## src/design/touch_pkg.sv

```systemverilog
/*
  Constants, types and helpers shared by the touch screen conversion sequencer.
  Assumes a 250 MHz clock; every slower rate comes from one 500 ns tick enable.
*/
package touch_pkg;
// Notes on behaviour
// - Thermal mask bit 15 set stops temperature results from raising an interrupt.
// - Mask bit 14 set stops auxiliary or battery results from raising an interrupt.
// - Bit 13 picks data-available (0) or limit alert (1); flags are set only in alert mode.
// - Bit 12 clear lets the general-purpose pin alert; set masks it.
// - Flags: bit 11 extra low, 10 extra high, 9 thermal low, 8 thermal high.
// - Include bits 7 to 1: Y, X, pressure a, pressure b, aux, battery, thermal.
// - In sequences, GPIO enabled skips aux and battery; both selected skips aux only.
// - Results land in read-only registers 0x08 to 0x0D; aux and battery share 0x0C.
// - Register 0x0E reads identity in [7:0], revision in [11:8], zero above.
// - Interval zero, the reset value, means one conversion or sequence only, or one per touch in master.
// - Slave operation starts the interval timer as soon as a sequence ends.
// - Master timer runs only while touched; release stops it, touch restarts.
// - Sample window code 00..11 gives 4, 8, 16 or 32 converter periods.
// - Mode 00 idle, 01 single slave, 10 slave sequence, 11 master sequence.
// - Single mode converts only the channel in main control [14:12].
// - Single or slave sequence with zero interval clears the mode to 00 at end.
// - Single or slave sequence with nonzero interval repeats at that interval.
// - Writing mode 10 converts every included channel left after those skips and stores each result.
// - Mode 11 waits for a touch before converting the selected sequence.
// - Master starts again only on a new touch or a timer event while held.
// - Main control bit 15 zero: pin shows touch, low; one: pin shows data-available or alerts per bit 13.
// - Settling delay before first conversion and before position and pressure.

  localparam logic [3:0] ADDR_CONV_CTRL = 4'h1;
  localparam logic [3:0] ADDR_IRQ_SEQ   = 4'h3;
  localparam logic [3:0] ADDR_LIM_BASE  = 4'h4;
  localparam logic [3:0] ADDR_RES_BASE  = 4'h8;
  localparam logic [3:0] ADDR_RES_LAST  = 4'hD;
  localparam logic [3:0] ADDR_ID        = 4'hE;
  localparam logic [15:0] RESET_WORD    = 16'h0000;

  localparam int CC_PIN_FUNC = 15;
  localparam int CC_CHAN_LO  = 12;
  localparam int CC_MODE_LO  = 10;
  localparam int CC_ACQ_LO   = 8;
  localparam int CC_TMR_LO   = 0;

  localparam int IS_TH_MASK  = 15;
  localparam int IS_XB_MASK  = 14;
  localparam int IS_INT_MODE = 13;
  localparam int IS_GP_MASK  = 12;
  localparam int IS_FLAG_LO  = 8;
  localparam int IS_INC_LO   = 1;

  localparam int FL_TH_HIGH = 0;
  localparam int FL_TH_LOW  = 1;
  localparam int FL_XB_HIGH = 2;
  localparam int FL_XB_LOW  = 3;
  localparam int LIM_XB_HI  = 0;
  localparam int LIM_XB_LO  = 1;
  localparam int LIM_TH_HI  = 2;
  localparam int LIM_TH_LO  = 3;
  localparam int INC_AUX    = 2;
  localparam int INC_BAT    = 1;

  localparam logic [2:0] CH_NONE      = 3'h0;
  localparam logic [2:0] CH_THERM     = 3'h1;
  localparam logic [2:0] CH_BAT       = 3'h2;
  localparam logic [2:0] CH_AUX       = 3'h3;
  localparam logic [2:0] CH_SETTLE_LO = 3'h4;

  // Arbitrary identity values
  localparam logic [7:0] ID_CODE_DEFAULT  = 8'h5A;
  localparam logic [3:0] REV_CODE_DEFAULT = 4'h3;

  localparam int CLK_MHZ           = 250;
  localparam int TICK_NS           = 500;
  localparam int TICK_CYCLES       = TICK_NS * CLK_MHZ / 1000;
  localparam int TICKS_PER_US      = 1000 / TICK_NS;
  localparam int INTERVAL_FIRST_US = 550;
  localparam int INTERVAL_STEP_US  = 35;
  localparam int ACQ_BASE_PERIODS  = 4;

  typedef enum logic [1:0] {MODE_OFF, MODE_SINGLE, MODE_SLAVE_SEQ, MODE_MASTER_SEQ} mode_t;
  typedef enum logic [2:0] {
    S_IDLE, S_WAIT_TOUCH, S_WAIT_RELEASE, S_NEXT, S_SETTLE, S_ACQ, S_CONV, S_INTERVAL
  } seq_state_t;

  function automatic logic [12:0] settle_us(input logic [3:0] sel);
    case (sel)
      4'h0:    settle_us = 13'h0080;
      4'h1:    settle_us = 13'h0100;
      4'h2:    settle_us = 13'h0180;
      4'h3:    settle_us = 13'h0200;
      4'h4:    settle_us = 13'h0280;
      4'h5:    settle_us = 13'h0300;
      4'h6:    settle_us = 13'h0380;
      4'h7:    settle_us = 13'h0400;
      4'h8:    settle_us = 13'h0480;
      4'h9:    settle_us = 13'h0500;
      4'hA:    settle_us = 13'h0600;
      4'hB:    settle_us = 13'h0700;
      4'hC:    settle_us = 13'h0800;
      4'hD:    settle_us = 13'h0A00;
      4'hE:    settle_us = 13'h0E00;
      default: settle_us = 13'h1000;
    endcase
  endfunction
endpackage

```

## src/design/tick_gen.sv

```systemverilog
/*
  Divider giving a one-cycle enable every CYCLES clocks.
  Assumes restart is pulsed whenever a new interval is loaded.
*/
`timescale 1ns/10ps
module tick_gen #(
  parameter int unsigned CYCLES = 125
) (
  input  wire logic clk,
  input  wire logic rst,
  input  wire logic restart,
  output logic      tick
);
  logic [15:0] cnt_q;

  if (CYCLES < 2 || CYCLES > 65535) begin : g_bad_cycles
    $error("tick_gen: CYCLES out of range");
  end

  // Restart keeps the first tick a full period after a load
  always_ff @(posedge clk) begin
    if (rst) begin
      cnt_q <= 16'h0000;
      tick  <= 1'b0;
    end else if (restart) begin
      // Start at one, as the tick itself costs a clock
      cnt_q <= 16'h0001;
      tick  <= 1'b0;
    end else if (cnt_q == 16'(CYCLES - 1)) begin
      cnt_q <= 16'h0000;
      tick  <= 1'b1;
    end else begin
      cnt_q <= cnt_q + 16'h0001;
      tick  <= 1'b0;
    end
  end
endmodule

```

## src/design/touch_seq.sv

```systemverilog
/*
  Conversion sequencer, register file, limit check and interrupt pin logic.
  Assumes a serial front end giving one-cycle register strobes and a converter
  that answers each conv_start with one conv_done pulse.
*/
`timescale 1ns/10ps
module touch_seq #(
  parameter int unsigned TICK_CYCLES = touch_pkg::TICK_CYCLES,
  parameter logic [7:0]  ID_CODE     = touch_pkg::ID_CODE_DEFAULT,
  parameter logic [3:0]  REV_CODE    = touch_pkg::REV_CODE_DEFAULT
) (
  input  wire logic        clk,
  input  wire logic        rst,
  input  wire logic        reg_wr_en,
  input  wire logic        reg_rd_en,
  input  wire logic [3:0]  reg_addr,
  input  wire logic [15:0] reg_wdata,
  output logic [15:0]      reg_rdata,
  output logic             reg_rd_valid,
  input  wire logic        touch_detected,
  input  wire logic        gpio_enable,
  input  wire logic        gpio_alert_in,
  input  wire logic [3:0]  settle_delay_select,
  output logic             sample_active,
  output logic [2:0]       conv_chan,
  output logic             conv_start,
  input  wire logic        conv_done,
  input  wire logic [15:0] conv_data,
  output logic             irq_pin_n
);
  logic [15:0]            ctrl1_q;
  logic [15:0]            ctrl3_q;
  logic [15:0]            lim_q [4];
  logic [15:0]            res_q [6];
  touch_pkg::seq_state_t  state_q;
  touch_pkg::seq_state_t  state_d;
  touch_pkg::mode_t       mode;
  logic [6:0]             remain_q;
  logic [6:0]             incl;
  logic [6:0]             plan;
  logic                   first_q;
  logic                   dav_q;
  logic [14:0]            timer_q;
  logic [14:0]            load_val;
  logic                   load_en;
  logic                   tick;
  logic                   t_exp;
  logic                   start_seq;
  logic                   take_chan;
  logic                   seq_end;
  logic                   clear_mode;
  logic [2:0]             next_ch;
  logic [2:0]             single_ch;
  logic [7:0]             tmr;
  logic                   wr_c1;
  logic                   wr_c3;
  logic                   capture;
  logic                   res_read;
  logic                   alert;
  logic [3:0]             fl_set;
  logic [3:0]             fl_keep;
  logic [14:0]            acq_ticks;
  logic [14:0]            settle_ticks;
  logic [14:0]            interval_ticks;

  function automatic logic [2:0] pick(input logic [6:0] m);
    pick = touch_pkg::CH_NONE;
    for (int k = 0; k < 7; k++) begin
      if (m[k]) begin
        pick = 3'(k + 1);
      end
    end
  endfunction

  function automatic logic [2:0] res_index(input logic [2:0] ch);
    if (ch >= touch_pkg::CH_SETTLE_LO) begin
      res_index = 3'h7 - ch;
    end else if (ch >= touch_pkg::CH_BAT) begin
      res_index = 3'h4;
    end else begin
      res_index = 3'h5;
    end
  endfunction

  tick_gen #(
    .CYCLES  (TICK_CYCLES)
  ) u_tick (
    .clk     (clk),
    .rst     (rst),
    .restart (load_en),
    .tick    (tick)
  );

  assign wr_c1     = reg_wr_en && reg_addr == touch_pkg::ADDR_CONV_CTRL;
  assign wr_c3     = reg_wr_en && reg_addr == touch_pkg::ADDR_IRQ_SEQ;
  assign mode      = touch_pkg::mode_t'(ctrl1_q[touch_pkg::CC_MODE_LO +: 2]);
  assign tmr       = ctrl1_q[touch_pkg::CC_TMR_LO +: 8];
  assign single_ch = ctrl1_q[touch_pkg::CC_CHAN_LO +: 3];
  assign t_exp     = tick && timer_q == 15'h0001;
  assign capture   = state_q == touch_pkg::S_CONV && conv_done;
  assign res_read  = reg_rd_en && reg_addr >= touch_pkg::ADDR_RES_BASE
                     && reg_addr <= touch_pkg::ADDR_RES_LAST;

  // Interval and window lengths in 500 ns ticks
  assign acq_ticks = 15'(touch_pkg::ACQ_BASE_PERIODS) << ctrl1_q[touch_pkg::CC_ACQ_LO +: 2];
  assign settle_ticks = 15'(touch_pkg::settle_us(settle_delay_select) * touch_pkg::TICKS_PER_US);
  assign interval_ticks = 15'(touch_pkg::TICKS_PER_US * (touch_pkg::INTERVAL_FIRST_US
                          + touch_pkg::INTERVAL_STEP_US * (int'(tmr) - 1)));

  always_comb begin
    incl = ctrl3_q[touch_pkg::IS_INC_LO +: 7];
    if (gpio_enable) begin
      incl[touch_pkg::INC_AUX] = 1'b0;
      incl[touch_pkg::INC_BAT] = 1'b0;
    end else if (incl[touch_pkg::INC_AUX] && incl[touch_pkg::INC_BAT]) begin
      incl[touch_pkg::INC_AUX] = 1'b0;
    end
    if (mode == touch_pkg::MODE_SINGLE) begin
      // Channel code zero is invalid and gives an empty sequence
      plan = (single_ch == touch_pkg::CH_NONE) ? 7'h00
             : 7'(7'h01 << (single_ch - 3'h1));
    end else begin
      plan = incl;
    end
  end

  always_comb begin
    state_d    = state_q;
    load_en    = 1'b0;
    load_val   = acq_ticks;
    start_seq  = 1'b0;
    take_chan  = 1'b0;
    seq_end    = 1'b0;
    clear_mode = 1'b0;
    next_ch    = pick(remain_q);
    case (state_q)
      touch_pkg::S_IDLE: begin
        if (mode == touch_pkg::MODE_MASTER_SEQ) begin
          state_d = touch_pkg::S_WAIT_TOUCH;
        end else if (mode != touch_pkg::MODE_OFF) begin
          start_seq = 1'b1;
        end
      end
      touch_pkg::S_WAIT_TOUCH: begin
        if (touch_detected) begin
          start_seq = 1'b1;
        end
      end
      touch_pkg::S_WAIT_RELEASE: begin
        if (!touch_detected) begin
          state_d = touch_pkg::S_WAIT_TOUCH;
        end
      end
      touch_pkg::S_NEXT: begin
        if (next_ch == touch_pkg::CH_NONE) begin
          seq_end = 1'b1;
          if (mode == touch_pkg::MODE_MASTER_SEQ) begin
            if (touch_detected && tmr != 8'h00) begin
              state_d  = touch_pkg::S_INTERVAL;
              load_en  = 1'b1;
              load_val = interval_ticks;
            end else if (touch_detected) begin
              state_d = touch_pkg::S_WAIT_RELEASE;
            end else begin
              state_d = touch_pkg::S_WAIT_TOUCH;
            end
          end else if (tmr != 8'h00) begin
            state_d  = touch_pkg::S_INTERVAL;
            load_en  = 1'b1;
            load_val = interval_ticks;
          end else begin
            state_d    = touch_pkg::S_IDLE;
            clear_mode = 1'b1;
          end
        end else begin
          take_chan = 1'b1;
          load_en   = 1'b1;
          if (first_q || next_ch >= touch_pkg::CH_SETTLE_LO) begin
            state_d  = touch_pkg::S_SETTLE;
            load_val = settle_ticks;
          end else begin
            state_d = touch_pkg::S_ACQ;
          end
        end
      end
      touch_pkg::S_SETTLE: begin
        if (t_exp) begin
          state_d = touch_pkg::S_ACQ;
          load_en = 1'b1;
        end
      end
      touch_pkg::S_ACQ: begin
        if (t_exp) begin
          state_d = touch_pkg::S_CONV;
        end
      end
      touch_pkg::S_CONV: begin
        if (conv_done) begin
          state_d = touch_pkg::S_NEXT;
        end
      end
      touch_pkg::S_INTERVAL: begin
        if (mode == touch_pkg::MODE_MASTER_SEQ && !touch_detected) begin
          state_d = touch_pkg::S_WAIT_TOUCH;
        end else if (t_exp) begin
          start_seq = 1'b1;
        end
      end
      default: begin
        state_d = touch_pkg::S_IDLE;
      end
    endcase
    if (start_seq) begin
      state_d = touch_pkg::S_NEXT;
    end
    // Any write of the main control register restarts from idle
    if (wr_c1) begin
      state_d    = touch_pkg::S_IDLE;
      load_en    = 1'b0;
      start_seq  = 1'b0;
      take_chan  = 1'b0;
      clear_mode = 1'b0;
    end
  end

  always_ff @(posedge clk) begin
    if (rst) begin
      state_q <= touch_pkg::S_IDLE;
    end else begin
      state_q <= state_d;
    end
  end

  always_ff @(posedge clk) begin
    if (rst) begin
      timer_q <= 15'h0000;
    end else if (load_en) begin
      timer_q <= load_val;
    end else if (tick && timer_q != 15'h0000) begin
      timer_q <= timer_q - 15'h0001;
    end
  end

  always_ff @(posedge clk) begin
    if (rst) begin
      remain_q  <= 7'h00;
      first_q   <= 1'b0;
      conv_chan <= touch_pkg::CH_NONE;
    end else if (start_seq) begin
      remain_q <= plan;
      first_q  <= 1'b1;
    end else if (take_chan) begin
      remain_q[3'(next_ch - 3'h1)] <= 1'b0;
      first_q                      <= 1'b0;
      conv_chan                    <= next_ch;
    end
  end

  always_ff @(posedge clk) begin
    if (rst) begin
      sample_active <= 1'b0;
      conv_start    <= 1'b0;
    end else begin
      sample_active <= state_d == touch_pkg::S_ACQ;
      conv_start    <= state_q == touch_pkg::S_ACQ && t_exp && !wr_c1;
    end
  end

  always_ff @(posedge clk) begin
    if (rst) begin
      ctrl1_q <= touch_pkg::RESET_WORD;
    end else if (wr_c1) begin
      ctrl1_q <= reg_wdata;
    end else if (clear_mode) begin
      ctrl1_q[touch_pkg::CC_MODE_LO +: 2] <= touch_pkg::MODE_OFF;
    end
  end

  // Limit check; masked channels never set flags
  always_comb begin
    fl_set = 4'h0;
    if (capture && ctrl3_q[touch_pkg::IS_INT_MODE]) begin
      if (conv_chan == touch_pkg::CH_THERM && !ctrl3_q[touch_pkg::IS_TH_MASK]) begin
        fl_set[touch_pkg::FL_TH_HIGH] = conv_data > lim_q[touch_pkg::LIM_TH_HI];
        fl_set[touch_pkg::FL_TH_LOW]  = conv_data < lim_q[touch_pkg::LIM_TH_LO];
      end
      if ((conv_chan == touch_pkg::CH_AUX || conv_chan == touch_pkg::CH_BAT)
          && !ctrl3_q[touch_pkg::IS_XB_MASK]) begin
        fl_set[touch_pkg::FL_XB_HIGH] = conv_data > lim_q[touch_pkg::LIM_XB_HI];
        fl_set[touch_pkg::FL_XB_LOW]  = conv_data < lim_q[touch_pkg::LIM_XB_LO];
      end
    end
    fl_keep = ctrl3_q[touch_pkg::IS_FLAG_LO +: 4];
    if (wr_c3) begin
      fl_keep = fl_keep & reg_wdata[touch_pkg::IS_FLAG_LO +: 4];
    end
  end

  // A new violation wins over a clear in the same cycle
  always_ff @(posedge clk) begin
    if (rst) begin
      ctrl3_q <= touch_pkg::RESET_WORD;
    end else begin
      if (wr_c3) begin
        ctrl3_q[15:12] <= reg_wdata[15:12];
        ctrl3_q[7:0]   <= {reg_wdata[7:1], 1'b0};
      end
      ctrl3_q[touch_pkg::IS_FLAG_LO +: 4] <= fl_keep | fl_set;
    end
  end

  always_ff @(posedge clk) begin
    if (rst) begin
      for (int i = 0; i < 4; i++) begin
        lim_q[i] <= touch_pkg::RESET_WORD;
      end
    end else begin
      for (int i = 0; i < 4; i++) begin
        if (reg_wr_en && reg_addr == touch_pkg::ADDR_LIM_BASE + 4'(i)) begin
          lim_q[i] <= reg_wdata;
        end
      end
    end
  end

  always_ff @(posedge clk) begin
    if (rst) begin
      for (int i = 0; i < 6; i++) begin
        res_q[i] <= touch_pkg::RESET_WORD;
      end
    end else if (capture) begin
      res_q[res_index(conv_chan)] <= conv_data;
    end
  end

  // Fresh-data marker; completion wins over a result read
  always_ff @(posedge clk) begin
    if (rst) begin
      dav_q <= 1'b0;
    end else if (seq_end) begin
      dav_q <= 1'b1;
    end else if (start_seq || res_read) begin
      dav_q <= 1'b0;
    end
  end

  assign alert = |ctrl3_q[touch_pkg::IS_FLAG_LO +: 4]
                 || (gpio_enable && !ctrl3_q[touch_pkg::IS_GP_MASK] && gpio_alert_in);

  always_ff @(posedge clk) begin
    if (rst) begin
      irq_pin_n <= 1'b1;
    end else if (!ctrl1_q[touch_pkg::CC_PIN_FUNC]) begin
      irq_pin_n <= !touch_detected;
    end else if (ctrl3_q[touch_pkg::IS_INT_MODE]) begin
      irq_pin_n <= !alert;
    end else begin
      irq_pin_n <= !dav_q;
    end
  end

  always_ff @(posedge clk) begin
    if (rst) begin
      reg_rdata    <= touch_pkg::RESET_WORD;
      reg_rd_valid <= 1'b0;
    end else begin
      reg_rd_valid <= reg_rd_en;
      if (reg_rd_en) begin
        if (reg_addr == touch_pkg::ADDR_CONV_CTRL) begin
          reg_rdata <= ctrl1_q;
        end else if (reg_addr == touch_pkg::ADDR_IRQ_SEQ) begin
          reg_rdata <= ctrl3_q;
        end else if (reg_addr >= touch_pkg::ADDR_LIM_BASE && reg_addr < touch_pkg::ADDR_RES_BASE) begin
          reg_rdata <= lim_q[2'(reg_addr - touch_pkg::ADDR_LIM_BASE)];
        end else if (res_read) begin
          reg_rdata <= res_q[3'(reg_addr - touch_pkg::ADDR_RES_BASE)];
        end else if (reg_addr == touch_pkg::ADDR_ID) begin
          reg_rdata <= {4'h0, REV_CODE, ID_CODE};
        end else begin
          reg_rdata <= touch_pkg::RESET_WORD;
        end
      end
    end
  end
endmodule

```

## config.mk

```make
export PLATFORM = sky130hd
export DESIGN_NAME = touch_seq
export DESIGN_NICKNAME = d
export VERILOG_FILES = /design/src/design/touch_pkg.sv /design/src/design/tick_gen.sv /design/src/design/touch_seq.sv
export SDC_FILE = /design/constraint.sdc
export NUM_CORES = 1
export LEC_CHECK = 0
export ABC_AREA = 1
export BUFFER_PORTS_ARGS = -buffer_cell sky130_fd_sc_hd__clkbuf_2
export CORE_ASPECT_RATIO = 1.75
export CORE_MARGIN = 4
export CORE_UTILIZATION = 60
export CTS_CLUSTER_SIZE = 24
export DETAILED_ROUTE_END_ITERATION = 8
export PLACE_DENSITY = 0.87
export RECOVER_POWER = 100
export SETUP_SLACK_MARGIN = 0.05
export SLEW_MARGIN = 20
export SYNTH_ARGS = -nofsm -noshare
export SYNTH_HDL_FRONTEND = slang
export SYNTH_SLANG_ARGS = --single-unit
```

## constraint.sdc

```tcl
create_clock -name clk -period 6.8 [get_ports clk]
set_clock_uncertainty 0.1 [all_clocks]
set_input_delay 0.34 -clock clk [delete_from_list [all_inputs] [get_ports clk]]
set_output_delay 0.34 -clock clk [all_outputs]
set_load 0.02 [all_outputs]
```

==> impl_metrics.ini, run 1 <==
[status]
status = finished, violations left
violations = capacitance limit, slew limit

[critical_path]
path_delay_family = buffers and inverters
path_buf_inv = 6
reg2reg_depth = 19
critPathArrivalTime_ns = 5.12
critPathMaxStageDelay_ns = 1.21
worstPathCellList = clkbuf_1 > inv_1 > nor2_2 > clkbuf_1 > inv_1 > nor2_1 > inv_1 > o21ai_0 > clkbuf_1
cp.required_ns = 6.90
timing.rr.end = timer_q[12]$_SDFFE_PP0P_
path_max_fanout = 21
worstSetupEndpointType = register
critPathSlowestCell = o21ai_0
startpoint_type = input pin
timing.rr.start = ctrl1_q[0]$_SDFFE_PP0P_
crit_type = input pin to register
ff2ff_setup_slack_ns = 2.61

[placed_design]
dp_hpwl_um = 36800
placed_cells = 2424
gp_congestion = 1.04
io_buffers = 70
place_worst_setup_slack_ns = 2.64
place_area_um2 = 17300

[global_routing]
grt_usage_pct = 32.9
grt_pass1_vias = 14500
grt_max_degree = 46
globalRouteOverflowTotal = 0
antenna_found_initial = 3
grt_first_pass_wirelength_um = 76900

[synthesis]
syn_avg_cell_area_um2 = 8.28
ys_warn_count = 0
yosys.area.top_type = edfxtp_1
synth_top_area_share_pct = 34.7
synth_ff_type = edfxtp_1
ys_seq_area_share_pct = 46.5
syn_area_um2 = 16600
postSynthCellCount = 2006
synth_edf_count = 192
synthTopCellsByArea = edfxtp_1 (35%), dfxtp_1 (12%), nand2_1 (8.4%), ha_1 (7.8%), inv_1 (7.0%)
synthDistinctLibCells = 56
synth_seq_cells = 290
async_reset_ff_share_pct = 0

[clocking]
cts_buffer_depth = 3
insertion_delay_ns = 0.57
post_cts_buffers = 0
holdBufCountCts = 1
path_clk_slew_ns = 0.06
h-tree-depth = 1
cts_resized = 0
cts_buffers = 26
cts-root-buf = clkbuf_16
cts_tree = yes
cts_sinks = 290

[die]
die_y_um = 228
start_util_pct = 60.8
core_um2 = 27300
dieArea_um2 = 30500
die_w_um = 134
io_pins = 71
rows = 80

[detailed_routing]
ant_nets = 0
via_per_inst = 5.85
drtIter0Drc = 1254
drc = 0
totalWireLength_um = 50600
wl_per_cell_um = 20.4
drt-pass1-iter-count = 8
vias = 14500

[layout]
final_core_utilization_pct = 66.0
mostFrequentLayoutCell = nand2_1
syn2layout_area_growth_pct = 8.49
mostFrequentLayoutCells = nand2_1 (375), inv_1 (314), nor2_1 (289)
layout.cells.non_filler = 2476
nNetsFinal = 2242
drive_gt1_share_pct = 6.93
nFillCells = 2280
design_area_um2 = 18000

[power_and_ir_drop]
power.leakage_nw = 7.93
finalPower_mw = 4.48
pwr_density_cell_nw_per_um2 = 248
ir_drop_v = 0.000194

[sta]
clock.fmax_ghz = 0.199
finalCritPeriodShare_pct = 73.8
rsz0062_at_grt = false
finalSetupViolations = 0
fin_crit_ns = 5.02
worst_slew_margin_rel_pct = -29.9
timing.final.max_slew_violations = 111
tightestPinTransition_ns = 1.95
fin_ws_ns = 1.78
hold_viol = 0
hold_ws_ns = 0.00172
finalSetupTns_ns = 0

[flow_run]
cap_violations = 5

[hold_path]
hp-class = input pin to register
hold_path_end = ctrl3_q[14]$_SDFFE_PP0P_
whs_path_depth = 3
hold_path.startpoint = reg_wr_en
-- worst max path at each step --
stage / from / to / slack, ns / cells after the start
after floorplan: ctrl1_q[0]$_SDFFE_PP0P_ / timer_q[12]$_SDFFE_PP0P_ / 3.15 / 19
after global placement: ctrl1_q[0]$_SDFFE_PP0P_ / timer_q[9]$_SDFFE_PP0P_ / 2.68 / 22
after detailed placement: ctrl1_q[0]$_SDFFE_PP0P_ / timer_q[12]$_SDFFE_PP0P_ / 2.64 / 19
after CTS: ctrl1_q[0]$_SDFFE_PP0P_ / timer_q[12]$_SDFFE_PP0P_ / 2.62 / 19
after global routing: reg_addr[2] / lim_q[0][15]$_SDFFCE_PN0P_ / 1.53 / 9
final: reg_addr[2] / lim_q[0][15]$_SDFFCE_PN0P_ / 1.78 / 9
-- where the power goes --
| part | internal [mW] | switching [mW] |
|---|---|---|
| Combinational | 0.301 | 0.619 |
| Clock | 0.915 | 0.665 |
| Sequential | 1.94 | 0.0345 |
| Total | 3.16 | 1.32 |
-- registers in the layout, indices dropped and copies added (netlist names) --
name           cells
dav_q              1
reg_rdata         16
irq_pin_n          1
first_q            1
u_tick.cnt_q      16
conv_chan          3
u_tick.tick        1
remain_q           7
ctrl3_q           15
state_q            3
reg_rd_valid       1
sample_active      1
ctrl1_q           16
conv_start         1
res_q            128
timer_q           15
lim_q             64
-- cell usage after synthesis, types with 4 or more instances --
master and instances:
dfxtp_1 98, o31ai_1 5, inv_1 308, nand4_1 43, ha_1 103, edfxtp_1 192
buf_2 25, nor2_4 7, o22ai_1 10, a22oi_1 10, o21ai_0 110, o221ai_1 4
nor2_2 21, fa_1 5, clkbuf_1 25, nor2_1 275, or2_2 8, nand3_1 90
mux2i_1 5, nand2_4 4, o21ai_1 5, nand3_2 9, xor2_1 17, buf_6 8
nand2_1 371, inv_2 22, nand2_2 5, a21oi_2 4, xnor2_1 8, nand3_4 4
o2111ai_1 11, nor3_1 19, a21oi_1 132
-- worst register-to-register path: cells and delay by family, from the launching register on --
kind,cells,cell delay [ns]
adders and majority gates,5,1.77
and+or+nand+nor,8,0.88
DFF,1,0.46
xor gates and xnor gates,1,0.39
buffers and inverters,4,0.37
AOI/OAI and AO/OA,1,0.06
-- final cells by class --
cell class                      count  area [um^2]  share of cell area, %
Inverter                          332         1250                   6.91
Timing Repair Buffer               83          390                   2.17
Clock buffer                       30          687                   3.81
Tap cell                          369          462                   2.56
Antenna cell                        1         2.50                 0.0139
Clock inverter                     18          219                   1.21
Sequential cell                   290         7730                   42.9
Multi-Input combinational cell   1353         7290                   40.5
-- cell families (layout without fill, tap and decap cells) --
| kind of cell | count (synthesis) | in the layout | synth area share (%) |
|---|---|---|---|
| AND/OR/NAND/NOR | 871 | 871 | 23.4 |
| multiplexers | 5 | 5 | 0.301 |
| XOR/XNOR | 27 | 27 | 1.51 |
| flip-flops | 290 | 290 | 46.5 |
| adder cells (fa/ha/maj) | 108 | 108 | 8.36 |
| buffers and inverters | 394 | 463 | 9.52 |
| other | 1 | 33 | 0.0226 |
| AO/OA/AOI/OAI | 310 | 310 | 10.4 |
-- layer usage --
| layer | vias to the layer above | wire length [um] | track usage [%] |
|---|---|---|---|
| met5 | - | 12 | 0 |
| met4 | 2 | 5640 | 29.2 |
| met3 | 285 | 4300 | 7.65 |
| met2 | 792 | 25600 | 58.9 |
| met1 | 6686 | 15000 | 30.3 |
| li1 | 6711 | - | - |
No activity file was read; power rests on OpenSTA's default activity.
==> inputs of run 2 (changes only) <==
Settings changed: CORE_UTILIZATION 60 to 57.
Clock period 6.8 ns to 4.1 ns, I/O delays scaled along.
==> impl_metrics.ini, run 2 (synthesis results as in run 1) <==
[clocking]
path_clk_slew_ns = 0.07
insertion_delay_ns = 0.55
cts_buffer_depth = 3
cts-root-buf = clkbuf_16
cts_buffers = 26
cts_sinks = 290
cts_tree = yes
h-tree-depth = 1

[layout]
syn2layout_area_growth_pct = 10.8
mostFrequentLayoutCells = nand2_1 (373), inv_1 (312), nor2_1 (291)
largest_register_ffs = 128
largest_register = res_q
layout.cells.non_filler = 2516
nNetsFinal = 2273
multi_input_area_um2 = 7350
mostFrequentLayoutCell = nand2_1
drive_gt1_share_pct = 7.96
nFillCells = 2417
seq_area_um2 = 7730
reg.largest.list = res_q: 128 flops, lim_q: 64 flops

[critical_path]
worstPathCellList = clkbuf_2 > inv_1 > nor2_1 > clkbuf_1 > nand3_1 > nor2_1
path_delay_family = simple AND/OR/NAND/NOR gates
path_buf_inv = 3
startpoint_type = input pin
critPathArrivalTime_ns = 4.17
crit_top_cell = nor2_1
crit_type = input pin to register
critPathMaxStageDelay_ns = 1.11
cp.required_ns = 4.36
worstSetupEndpointType = register
path_max_fanout = 24
reg2reg_depth = 19
critPathSlowestCell = clkbuf_1
cp.depth = 6

[placed_design]
placed_cells = 2449
gp_congestion = 0.982
io_buffers = 70
dp_hpwl_um = 36900

[sta]
worst_slew_margin_rel_pct = 4.51
clock.fmax_ghz = 0.256
tightestPinTransition_ns = 1.43
finalSetupTns_ns = 0
timing.final.max_slew_violations = 0
finalCritPeriodShare_pct = 95.4
finalSetupViolations = 0
fin_crit_ns = 3.91
rsz0062_at_grt = true
hold_viol = 0

[detailed_routing]
vias = 14500
ant_nets = 0
via_per_inst = 5.74
wl_per_cell_um = 19.8
drtIter0Drc = 1241
totalWireLength_um = 49700
drc = 0
drt-pass1-iter-count = 6

[hold_path]
hp-class = input pin to register
whs_path_depth = 3

[flow_run]
cap_violations = 0

[global_routing]
grt_pass1_vias = 14700
antenna_found_initial = 1
grt_max_degree = 49
grt_first_pass_wirelength_um = 76200
grt_usage_pct = 31.3
globalRouteOverflowTotal = 0

[die]
core_um2 = 28700
rows = 82
die_y_um = 234
die_w_um = 137
io_pins = 71
start_util_pct = 57.8
dieArea_um2 = 32100

[power_and_ir_drop]
ir_drop_v = 0.000422
power.leakage_nw = 8.09
pwr_density_cell_nw_per_um2 = 411

[status]
status = complete, no violations
-- run 2: where the power goes --
part           switching [mW]  internal (mW)
clock network            1.14           1.59
logic                    1.02          0.528
registers              0.0566           3.22
-- run 2: per-layer routing --
metal	track usage [%]	routed length, um	up-vias
met5	0	0	-
met4	27.5	5270	0
met3	5.93	3720	277
met2	56.4	25400	736
met1	29.4	15300	6650
li1	-	-	6789
-- run 2: tightest hold or removal path, cell delays in order --
cell and delay, ns:
clkbuf_2 0.17, o21ai_0 0.20, a21oi_1 0.04
-- run 2: final timing paths --
check | from | endpoint | slack [ns]
max | reg_addr[1] | lim_q[2][11]$_SDFFCE_PN0P_ | 0.19
min | reg_wdata[9] | ctrl1_q[9]$_SDFFE_PP0P_ | 0.01
max reg2reg | ctrl1_q[1]$_SDFFE_PP0P_ | timer_q[12]$_SDFFE_PP0P_ | 0.32
min reg2reg | reg_rdata[7]$_SDFFE_PP0P_ | reg_rdata[7]$_SDFFE_PP0P_ | 0.37
-- run 2: metrics by stage --
stage	hold WS [ns]	cell area, um^2	power (mW)	worst slack (ns)	utilization (%)
3_5_place_dp	0.359	17400	4.85	0.181	60.7
5_1_grt	0.00956	18400	7.88	0.0129	64.1
2_1_floorplan	0.205	16700	4.36	0.452	-
4_1_cts	0.00784	18600	7.53	0.172	64.6
3_3_place_gp	0.355	17400	4.81	0.199	60.7
6_report	0.0101	18400	7.56	0.188	64.1
-- run 2: layout make-up --
type,count,area share (%)
diodes,1,0.0136
clock buffers,28,3.69
clock inverters,20,1.50
inverters,332,6.77
multi-input cells,1353,39.9
flip-flops and latches,290,42.0
well taps,378,2.57
repair buffers,114,3.55
-- run 2: repair_timing --
item,4_1_cts,5_1_grt
resized for setup,0,10
endpoints found under the hold margin,39,0
hold buffers,17,0
setup buffers,0,1
setup endpoints to repair,0,6
